--- src/hw/pio_point_pkg.sv ---
// How it works
// - Single-input pattern: command A ON starts a move to the end point.
// - Single-input pattern: command A OFF starts a move to the start point.
// - Two-input patterns: A OFF with B ON moves to the end point.
// - Two-input patterns: A ON with B OFF moves to the start point.
// - Two-input two-point pattern: both commands ON moves to the intermediate point.
// - Three-point, both-ON setting: both ON goes mid, both OFF stops motion.
// - Three-point, both-OFF setting: both OFF goes mid, both ON stops motion.
// - Alarm-clear input at ON clears an active alarm.
// - Zone outputs are ON while position lies within the width of the point.
// - Arrival outputs turn ON when pressing or positioning to that point completes.
// - An arrival output turns OFF once a move elsewhere is accepted.
// - Homing-done output turns ON once home return has finished.
// - No homing-done output in two-input patterns; pin carries mid output.
// - Fault output is ON in normal condition, OFF in alarm.
// - Active-low signals act when OFF; such outputs idle ON, drop when asserted.
package pio_point_pkg;
	localparam int CLK_PERIOD_NS = 5;
	localparam int DEB_TIME_NS = 2000;
	localparam int DEB_CYC = (DEB_TIME_NS + CLK_PERIOD_NS - 1) / CLK_PERIOD_NS;
	localparam int DEB_W = 9;
	localparam logic [DEB_W-1:0] DEB_LAST = DEB_W'(DEB_CYC - 1);
	localparam int POS_W = 16;
	localparam int ADDR_W = 5;
	localparam int EV_W = 4;
	localparam logic [ADDR_W-1:0] OFS_CTRL = 5'h00;
	localparam logic [ADDR_W-1:0] OFS_POS_START = 5'h04;
	localparam logic [ADDR_W-1:0] OFS_POS_END = 5'h08;
	localparam logic [ADDR_W-1:0] OFS_POS_MID = 5'h0c;
	localparam logic [ADDR_W-1:0] OFS_WIDTH = 5'h10;
	localparam logic [ADDR_W-1:0] OFS_STATUS = 5'h14;
	localparam logic [ADDR_W-1:0] OFS_INT_STAT = 5'h18;
	localparam logic [ADDR_W-1:0] OFS_INT_MASK = 5'h1c;
	localparam int CTRL_PAT_LSB = 0;
	localparam int CTRL_MIDOFF_BIT = 2;
	localparam int CTRL_SEL_BIT = 3;
	localparam int ST_TGT_LSB = 0;
	localparam int ST_ALARM_BIT = 2;
	localparam int ST_HOMED_BIT = 3;
	localparam int ST_BUSY_BIT = 4;
	localparam int ST_CMDA_BIT = 5;
	localparam int ST_CMDB_BIT = 6;
	localparam int ST_ARR_LSB = 7;
	localparam int ST_ZONE_LSB = 10;
	localparam int EV_MOVE = 0;
	localparam int EV_ARRIVE = 1;
	localparam int EV_ALARM = 2;
	localparam int EV_HOME = 3;
	localparam logic [POS_W-1:0] RST_POS_START = 16'h0000;
	localparam logic [POS_W-1:0] RST_POS_END = 16'h1000;
	localparam logic [POS_W-1:0] RST_POS_MID = 16'h0800;
	localparam logic [POS_W-1:0] RST_WIDTH = 16'h0010;
	localparam logic [EV_W-1:0] RST_INT_MASK = 4'h0;
	typedef enum logic [1:0] {PAT_SINGLE, PAT_TWO_POINT, PAT_THREE_POINT} pat_t;
	typedef enum logic [2:0] {CMD_HOLD, CMD_START, CMD_END, CMD_MID, CMD_STOP} cmd_t;
	typedef enum logic [1:0] {PT_START, PT_END, PT_MID} pt_t;
endpackage

--- src/hw/cmd_in_filter.sv ---
`timescale 1ns/10ps
`default_nettype none
module cmd_in_filter (
	input wire logic clk,
	input wire logic rst_n,
	input wire logic pin,
	output logic level
);
	import pio_point_pkg::*;

	typedef struct packed {
		logic [2:0] sync;
		logic [DEB_W-1:0] cnt;
		logic lvl;
	} flt_t;

	flt_t r;
	flt_t n;

	// A bounce restarts the count, so a level must hold for the whole time
	always_comb begin
		n = r;
		n.sync = {r.sync[1:0], pin};
		if (r.sync[2] != r.sync[1] || r.sync[2] == r.lvl) begin
			n.cnt = '0;
		end else if (r.cnt == DEB_LAST) begin
			n.cnt = '0;
			n.lvl = r.sync[2];
		end else begin
			n.cnt = r.cnt + 1'b1;
		end
	end

	always_ff @(posedge clk) begin
		if (!rst_n) begin
			r <= '0;
		end else begin
			r <= n;
		end
	end

	assign level = r.lvl;
endmodule // cmd_in_filter
`default_nettype wire

--- src/hw/event_irq.sv ---
`timescale 1ns/10ps
`default_nettype none
module event_irq (
	input wire logic clk,
	input wire logic rst_n,
	input wire logic [pio_point_pkg::EV_W-1:0] ev,
	input wire logic clr_we,
	input wire logic mask_we,
	input wire logic [pio_point_pkg::EV_W-1:0] wdata,
	output logic [pio_point_pkg::EV_W-1:0] stat,
	output logic [pio_point_pkg::EV_W-1:0] mask,
	output logic irq
);
	import pio_point_pkg::*;

	typedef struct packed {
		logic [EV_W-1:0] stat;
		logic [EV_W-1:0] mask;
		logic irq;
	} irq_st_t;

	irq_st_t r;
	irq_st_t n;

	always_comb begin
		n = r;
		// A new event wins over a write-one-to-clear in the same cycle
		n.stat = (r.stat & ~(clr_we ? wdata : '0)) | ev;
		if (mask_we) begin
			n.mask = wdata;
		end
		n.irq = |(n.stat & n.mask);
	end

	always_ff @(posedge clk) begin
		if (!rst_n) begin
			r <= '{stat: '0, mask: RST_INT_MASK, irq: 1'b0};
		end else begin
			r <= n;
		end
	end

	assign stat = r.stat;
	assign mask = r.mask;
	assign irq = r.irq;
endmodule // event_irq
`default_nettype wire

--- src/hw/pio_point_move_interface.sv ---
`timescale 1ns/10ps
`default_nettype none
module pio_point_move_interface (
	input wire logic clk,
	input wire logic rst_n,
	input wire logic [pio_point_pkg::ADDR_W-1:0] avs_address,
	input wire logic avs_read,
	input wire logic avs_write,
	input wire logic [31:0] avs_writedata,
	input wire logic [3:0] avs_byteenable,
	output logic [31:0] avs_readdata,
	output logic avs_waitrequest,
	output logic irq,
	input wire logic move_cmd_a,
	input wire logic move_cmd_b,
	input wire logic alarm_clear_in,
	input wire logic [pio_point_pkg::POS_W-1:0] cur_pos,
	input wire logic motion_busy,
	input wire logic move_complete,
	input wire logic home_complete,
	input wire logic fault_event,
	output logic move_start_out,
	output logic [pio_point_pkg::POS_W-1:0] target_pos_out,
	output logic stop_out,
	output logic start_zone_out,
	output logic end_zone_out,
	output logic mid_zone_out,
	output logic start_arrived_out,
	output logic end_arrived_out,
	output logic mid_arrived_out,
	output logic homing_done_out,
	output logic fault_n_out
);
	import pio_point_pkg::*;

	typedef struct packed {
		pat_t pattern;
		logic mid_off;
		logic sel_complete;
		logic [POS_W-1:0] pos_start;
		logic [POS_W-1:0] pos_end;
		logic [POS_W-1:0] pos_mid;
		logic [POS_W-1:0] width;
		cmd_t last_cmd;
		pt_t target;
		logic [2:0] arrived;
		logic alarm;
		logic homed;
		logic clr_seen;
		logic waitreq;
		logic [31:0] rdata;
		logic move_start;
		logic [POS_W-1:0] tgt_pos;
		logic stop;
		logic [2:0] zone_o;
		logic [2:0] arr_o;
		logic home_o;
		logic fault_n;
		logic [EV_W-1:0] ev;
	} st_t;

	st_t r;
	st_t n;

	logic cmd_a;
	logic cmd_b;
	logic clr_lvl;
	logic commit_wr;
	logic clr_we;
	logic mask_we;
	logic [EV_W-1:0] int_stat;
	logic [EV_W-1:0] int_mask;

	function automatic cmd_t decode_cmd(input pat_t p, input logic off,
			input logic a, input logic b);
		cmd_t c;
		c = CMD_HOLD;
		unique case (p)
			PAT_SINGLE: begin
				c = a ? CMD_END : CMD_START;
			end
			PAT_TWO_POINT: begin
				unique case ({a, b})
					2'b10: c = CMD_START;
					2'b01: c = CMD_END;
					2'b11: c = CMD_MID;
					// Both OFF keeps the last move; re-pressing the same one repeats it
					2'b00: c = CMD_HOLD;
				endcase
			end
			PAT_THREE_POINT: begin
				unique case ({a, b})
					2'b10: c = CMD_START;
					2'b01: c = CMD_END;
					2'b11: c = off ? CMD_STOP : CMD_MID;
					2'b00: c = off ? CMD_MID : CMD_STOP;
				endcase
			end
			default: begin
				c = CMD_HOLD;
			end
		endcase
		return c;
	endfunction

	function automatic logic in_zone(input logic [POS_W-1:0] pos,
			input logic [POS_W-1:0] pt, input logic [POS_W-1:0] w);
		logic [POS_W-1:0] d;
		d = (pos >= pt) ? pos - pt : pt - pos;
		return d <= w;
	endfunction

	function automatic logic [POS_W-1:0] be16(input logic [POS_W-1:0] old,
			input logic [31:0] wd, input logic [3:0] be);
		return {be[1] ? wd[15:8] : old[15:8], be[0] ? wd[7:0] : old[7:0]};
	endfunction

	function automatic pt_t cmd_point(input cmd_t c);
		pt_t p;
		p = PT_START;
		if (c == CMD_END) begin
			p = PT_END;
		end else if (c == CMD_MID) begin
			p = PT_MID;
		end
		return p;
	endfunction

	cmd_in_filter u_flt_a (
		.clk(clk),
		.rst_n(rst_n),
		.pin(move_cmd_a),
		.level(cmd_a)
	);

	cmd_in_filter u_flt_b (
		.clk(clk),
		.rst_n(rst_n),
		.pin(move_cmd_b),
		.level(cmd_b)
	);

	cmd_in_filter u_flt_clr (
		.clk(clk),
		.rst_n(rst_n),
		.pin(alarm_clear_in),
		.level(clr_lvl)
	);

	// A write lands at the edge where the master sees waitrequest low
	assign commit_wr = !r.waitreq && avs_write;
	assign clr_we = commit_wr && avs_address == OFS_INT_STAT && avs_byteenable[0];
	assign mask_we = commit_wr && avs_address == OFS_INT_MASK && avs_byteenable[0];

	event_irq u_irq (
		.clk(clk),
		.rst_n(rst_n),
		.ev(r.ev),
		.clr_we(clr_we),
		.mask_we(mask_we),
		.wdata(avs_writedata[EV_W-1:0]),
		.stat(int_stat),
		.mask(int_mask),
		.irq(irq)
	);

	always_comb begin
		cmd_t cmd;
		pt_t pt;
		logic [31:0] rd;
		logic two_in;
		cmd = decode_cmd(r.pattern, r.mid_off, cmd_a, cmd_b);
		pt = cmd_point(cmd);
		rd = '0;
		two_in = r.pattern != PAT_SINGLE;
		n = r;
		n.move_start = 1'b0;
		n.stop = 1'b0;
		n.ev = '0;

		// Alarm clear acts once per ON level, so a held input cannot mask new faults
		n.clr_seen = clr_lvl;
		if (clr_lvl && !r.clr_seen) begin
			n.alarm = 1'b0;
		end
		if (fault_event) begin
			n.alarm = 1'b1;
			n.ev[EV_ALARM] = !r.alarm;
		end

		// Commands are ignored during an alarm; a change made meanwhile acts after clear
		if (!r.alarm && cmd != r.last_cmd) begin
			n.last_cmd = cmd;
			unique case (cmd)
				CMD_HOLD: begin
					n.last_cmd = CMD_HOLD;
				end
				CMD_STOP: begin
					n.stop = motion_busy;
				end
				CMD_START, CMD_END, CMD_MID: begin
					n.target = pt;
					n.move_start = 1'b1;
					n.ev[EV_MOVE] = 1'b1;
					unique case (pt)
						PT_START: n.tgt_pos = r.pos_start;
						PT_END: n.tgt_pos = r.pos_end;
						PT_MID: n.tgt_pos = r.pos_mid;
					endcase
					n.arrived = r.arrived & (3'b001 << pt);
				end
			endcase
		end

		// Completion belongs to the old target even if a new move is taken now
		if (move_complete) begin
			n.arrived[r.target] = 1'b1;
			n.ev[EV_ARRIVE] = 1'b1;
		end

		n.homed = home_complete;
		if (home_complete && !r.homed) begin
			n.ev[EV_HOME] = 1'b1;
		end

		// Zone and arrival share pins, so only the selected kind is driven
		n.zone_o[0] = !r.sel_complete && in_zone(cur_pos, r.pos_start, r.width);
		n.zone_o[1] = !r.sel_complete && in_zone(cur_pos, r.pos_end, r.width);
		n.zone_o[2] = !r.sel_complete && two_in
			&& in_zone(cur_pos, r.pos_mid, r.width);
		n.arr_o[0] = r.sel_complete && n.arrived[0];
		n.arr_o[1] = r.sel_complete && n.arrived[1];
		n.arr_o[2] = r.sel_complete && two_in && n.arrived[2];
		n.home_o = !two_in && n.homed;
		n.fault_n = !n.alarm;

		unique case (avs_address)
			OFS_CTRL: begin
				rd[CTRL_PAT_LSB +: 2] = r.pattern;
				rd[CTRL_MIDOFF_BIT] = r.mid_off;
				rd[CTRL_SEL_BIT] = r.sel_complete;
			end
			OFS_POS_START: rd[POS_W-1:0] = r.pos_start;
			OFS_POS_END: rd[POS_W-1:0] = r.pos_end;
			OFS_POS_MID: rd[POS_W-1:0] = r.pos_mid;
			OFS_WIDTH: rd[POS_W-1:0] = r.width;
			OFS_STATUS: begin
				rd[ST_TGT_LSB +: 2] = r.target;
				rd[ST_ALARM_BIT] = r.alarm;
				rd[ST_HOMED_BIT] = r.homed;
				rd[ST_BUSY_BIT] = motion_busy;
				rd[ST_CMDA_BIT] = cmd_a;
				rd[ST_CMDB_BIT] = cmd_b;
				rd[ST_ARR_LSB +: 3] = r.arrived;
				rd[ST_ZONE_LSB +: 3] = r.zone_o;
			end
			OFS_INT_STAT: rd[EV_W-1:0] = int_stat;
			OFS_INT_MASK: rd[EV_W-1:0] = int_mask;
			default: rd = '0;
		endcase

		// Every access costs one wait cycle, so read data comes from a register
		if (r.waitreq) begin
			if (avs_read || avs_write) begin
				n.waitreq = 1'b0;
				n.rdata = avs_read ? rd : '0;
			end
		end else begin
			n.waitreq = 1'b1;
			if (avs_write) begin
				unique case (avs_address)
					OFS_CTRL: begin
						if (avs_byteenable[0]) begin
							n.pattern = pat_t'(avs_writedata[CTRL_PAT_LSB +: 2]);
							n.mid_off = avs_writedata[CTRL_MIDOFF_BIT];
							n.sel_complete = avs_writedata[CTRL_SEL_BIT];
						end
					end
					OFS_POS_START: begin
						n.pos_start = be16(r.pos_start, avs_writedata, avs_byteenable);
					end
					OFS_POS_END: begin
						n.pos_end = be16(r.pos_end, avs_writedata, avs_byteenable);
					end
					OFS_POS_MID: begin
						n.pos_mid = be16(r.pos_mid, avs_writedata, avs_byteenable);
					end
					OFS_WIDTH: begin
						n.width = be16(r.width, avs_writedata, avs_byteenable);
					end
					default: begin
						n.waitreq = 1'b1;
					end
				endcase
			end
		end
	end

	always_ff @(posedge clk) begin
		if (!rst_n) begin
			r <= '{
				pattern: PAT_SINGLE,
				mid_off: 1'b0,
				sel_complete: 1'b0,
				pos_start: RST_POS_START,
				pos_end: RST_POS_END,
				pos_mid: RST_POS_MID,
				width: RST_WIDTH,
				last_cmd: CMD_HOLD,
				target: PT_START,
				arrived: 3'h0,
				alarm: 1'b0,
				homed: 1'b0,
				clr_seen: 1'b0,
				waitreq: 1'b1,
				rdata: 32'h0,
				move_start: 1'b0,
				tgt_pos: RST_POS_START,
				stop: 1'b0,
				zone_o: 3'h0,
				arr_o: 3'h0,
				home_o: 1'b0,
				fault_n: 1'b1,
				ev: 4'h0
			};
		end else begin
			r <= n;
		end
	end

	assign avs_readdata = r.rdata;
	assign avs_waitrequest = r.waitreq;
	assign move_start_out = r.move_start;
	assign target_pos_out = r.tgt_pos;
	assign stop_out = r.stop;
	assign start_zone_out = r.zone_o[0];
	assign end_zone_out = r.zone_o[1];
	assign mid_zone_out = r.zone_o[2];
	assign start_arrived_out = r.arr_o[0];
	assign end_arrived_out = r.arr_o[1];
	assign mid_arrived_out = r.arr_o[2];
	assign homing_done_out = r.home_o;
	assign fault_n_out = r.fault_n;
endmodule // pio_point_move_interface
`default_nettype wire

--- config.mk ---
export PLATFORM = sky130hd
export DESIGN_NAME = pio_point_move_interface
export DESIGN_NICKNAME = d
export VERILOG_FILES = /design/src/hw/pio_point_pkg.sv /design/src/hw/cmd_in_filter.sv /design/src/hw/event_irq.sv /design/src/hw/pio_point_move_interface.sv
export SDC_FILE = /design/constraint.sdc
export NUM_CORES = 1
export LEC_CHECK = 0
export ABC_AREA = 1
export BUFFER_PORTS_ARGS = -buffer_cell sky130_fd_sc_hd__clkbuf_2
export CORE_MARGIN = 1
export CORE_UTILIZATION = 60
export CTS_CLUSTER_SIZE = 28
export DETAILED_ROUTE_END_ITERATION = 8
export PLACE_DENSITY_LB_ADDON = 0.2
export REMOVE_ABC_BUFFERS = 1
export SLEW_MARGIN = 10
export SYNTH_ARGS = -nofsm -noshare
export SYNTH_HDL_FRONTEND = slang
export SYNTH_SLANG_ARGS = --single-unit
--- constraint.sdc ---
create_clock -name clk -period 5.9 [get_ports clk]
set_clock_uncertainty 0.15 [all_clocks]
set_input_delay 0.59 -clock clk [delete_from_list [all_inputs] [get_ports clk]]
set_output_delay 0.59 -clock clk [all_outputs]
set_load 0.02 [all_outputs]
==> flow_summary.json <==
{
  "netlist.top_cell.by_area": "dfxtp_1",
  "pin_count": 128,
  "setup-violations-final": 0,
  "synthTopCellsByArea": "dfxtp_1 25%, nand2_1 13%, ha_1 13%",
  "slew_headroom_pct": 30.73,
  "muxShareOfSynthArea_pct": 0,
  "final_hold_viol_count": 0,
  "ys_warn_count": 0,
  "p_leak_nw": 7.240,
  "dp_hpwl_um": 35340,
  "required_ns": 6.13,
  "clk_pin_slew_ns": 0.09,
  "first_global_vias": 12980,
  "avgViaCountPerCell": 5.680,
  "setup-tns-final_ns": 0,
  "grt_max_degree": 77,
  "synth_xor_area_share_pct": 4.237,
  "cts_tree": "done",
  "status": "complete, no violations",
  "synthFlopType": "dfxtp_1",
  "antenna_found_initial": 0,
  "grt-ovfl-total": 0,
  "critPathLaunchType": "input port",
  "fin_nets": 2392,
  "place_ws_ns": 1.454,
  "power_density_nw_per_um2": 204.0,
  "postCtsSetupRepairBufs": 0,
  "place_inst": 2468,
  "syn_avg_cell_area_um2": 6.547,
  "totalWireLength_um": 44570,
  "cts_resized": 0,
  "cts_sinks": 173,
  "setup_slack_ns": 1.746,
  "area_growth_pct": 6.854,
  "clock_latency_ns": 0.45,
  "die_h_um": 155.1,
  "drcViolationCount": 0,
  "report.final.slew_viol_count": 0,
  "syn-cell-area_um2": 14060,
  "synth_edf_count": 0,
  "rsz0062_at_grt": "no",
  "critPathCaptureType": "register",
  "synth_most_common_cell": "nand2_1",
  "min_period_ns": 4.154,
  "syn_inst": 2147,
  "grtUsageTotal_pct": 36.81,
  "diodes": 0,
  "layout-drive-gt1-share_pct": 7.773,
  "max_cap_violations": 0,
  "instances_no_fill": 2500,
  "num_vias": 14200,
  "wl_per_cell_um": 17.83,
  "synthTopCellsByCount": "483 x nand2_1, 345 x inv_1, 227 x a21oi_1",
  "synthSimpleGateAreaFrac_pct": 23.44,
  "first_pass_iters": 8,
  "cts_made_buffers": 17,
  "criticalPathCategory": "in -> reg",
  "gp_congestion": 1.009,
  "die_w_um": 155.1,
  "critical_path.max_fanout": 19,
  "arrival_ns": 4.38,
  "finalCritPeriodShare_pct": 70.40,
  "synth-seq-cells": 173,
  "initial_utilization_pct": 61.71,
  "cts-root-buf": "clkbuf_16",
  "drt_iter0_drc": 1377,
  "max_freq_mhz": 240.7,
  "synthAdderAreaFrac_pct": 13.67,
  "grt_first_pass_wirelength_um": 68080,
  "yosysTopAreaCellShare_pct": 24.64,
  "core_um2": 22780,
  "worstHoldPathType": "in -> reg",
  "yosysSeqAreaShare_pct": 24.64,
  "htreeDepth": 4,
  "postRouteAntennaNets": 0,
  "synthArstFlopShare_pct": 0,
  "cts_max_path_buffers": 2,
  "num_rows": 55,
  "ctsHoldBuffers": 0,
  "ir_worst_vdd_v": 0.0002008,
  "synth_top_family_by_area": "simple AND/OR/NAND/NOR gates",
  "io_buffers": 93,
  "synthDistinctLibCells": 49,
  "worstMarginPinSlew_ns": 1.036,
  "die_area_um2": 24050,
  "synth-compound-area-share_pct": 19.88
}
[power breakdown]
| group | switching (mW) | internal, mW |
|---|---|---|
| clock | 0.661 | 0.611 |
| combinational | 0.403 | 0.197 |
| sequential | 0.0100 | 1.18 |
[placed cells by master, fill, tap and decap left out, types with 10 or more instances in the layout]
cell       synthesis  routed
o21ai_1           10      10
inv_2             11      11
clkbuf_16          0      17
a21oi_1          227     227
ha_1             144     144
nor3_1            20      20
o22ai_1           24      24
nand3_1           60      60
xor2_1            60      60
nand2_1          483     483
a21o_1            13      13
o221ai_1          19      19
conb_1             1      16
nor2_1           175     175
clkbuf_2           7      93
o21bai_1          18      18
dfxtp_1          173     173
nand4_1           20      20
o21ai_0          153     153
inv_1            345     345
[final cells by class]
class	count	area, um^2
clock buffers	17	425.4
clock inverters	15	235.2
fillers	2095	7757
inverters	358	1344
multi-input cells	1527	8666
flip-flops and latches	173	3463
well taps	313	391.6
repair buffers	97	495.5
[through the flow]
| step | power, mW | util, % | area [um^2] | hold slack [ns] |
|---|---|---|---|---|
| floorplan | 1.620 | - | 13470 | 0.2400 |
| global route | 3.177 | 65.94 | 15020 | 0.1590 |
| CTS | 3.057 | 65.94 | 15020 | 0.1602 |
| global placement | 1.790 | 63.04 | 14360 | 0.2468 |
| detailed placement | 1.804 | 63.04 | 14360 | 0.2481 |
| finish | 3.065 | 65.94 | 15020 | 0.1636 |
[worst max-delay path, cell delays in order]
cell and delay, ns:
clkbuf_2 0.16, inv_1 0.14, ha_1 0.41, a21oi_1 0.27, a21boi_0 0.38, nor3_1 0.08
nor2_1 0.20, nand3_2 0.42, inv_2 0.39, nand2_1 0.10, nand2_1 0.08, inv_1 0.04
ha_1 0.28, a21oi_1 0.18, o21a_1 0.18, nor2_1 0.04, o21ai_0 0.15, a31oi_1 0.12
nor2_1 0.15
[registers in the layout (all words and copies together), names as in the netlist, 2 cells and up]
| register | flops |
|---|---|
| r | 82 |
| avs_readdata | 16 |
| target_pos_out | 16 |
| u_flt_a.r | 10 |
| u_flt_b.r | 10 |
| u_flt_clr.r | 10 |
| u_irq.mask | 4 |
| u_irq.stat | 4 |
| u_flt_a.n | 2 |
| u_flt_b.n | 2 |
| u_flt_clr.n | 2 |
[path summary, 6_finish.rpt]
kind | from | to | slack, ns | depth (start not counted)
worst max register to register | r[106] | end_zone_out | 1.88 | 20
worst max-delay path | cur_pos[11] | start_zone_out | 1.75 | 19
worst min-delay path | move_cmd_a | u_flt_a.n[11] | 0.16 | 3
worst min register to register | u_flt_b.n[11] | u_flt_b.n[12] | 0.27 | 2
[layer usage]
| layer | wire length [um] | up-vias | global-route usage, % |
|---|---|---|---|
| li1 | - | 6917 | - |
| met1 | 18480 | 6445 | 45.50 |
| met4 | 2728 | 0 | 22.82 |
| met2 | 19810 | 677 | 60.17 |
| met3 | 3554 | 162 | 5.710 |
| met5 | 0 | - | 0 |
[cells by family (layout without fill, tap and decap cells)]
kind of cell / Yosys count / after routing
xor gates and xnor gates: 68 / 68
adders and majority gates: 150 / 150
AOI/OAI and AO/OA: 500 / 500
and+or+nand+nor: 793 / 793
DFF: 173 / 173
buffers and inverters: 462 / 487
other: 1 / 16
Note: power is estimated with default switching activity, not from simulation.
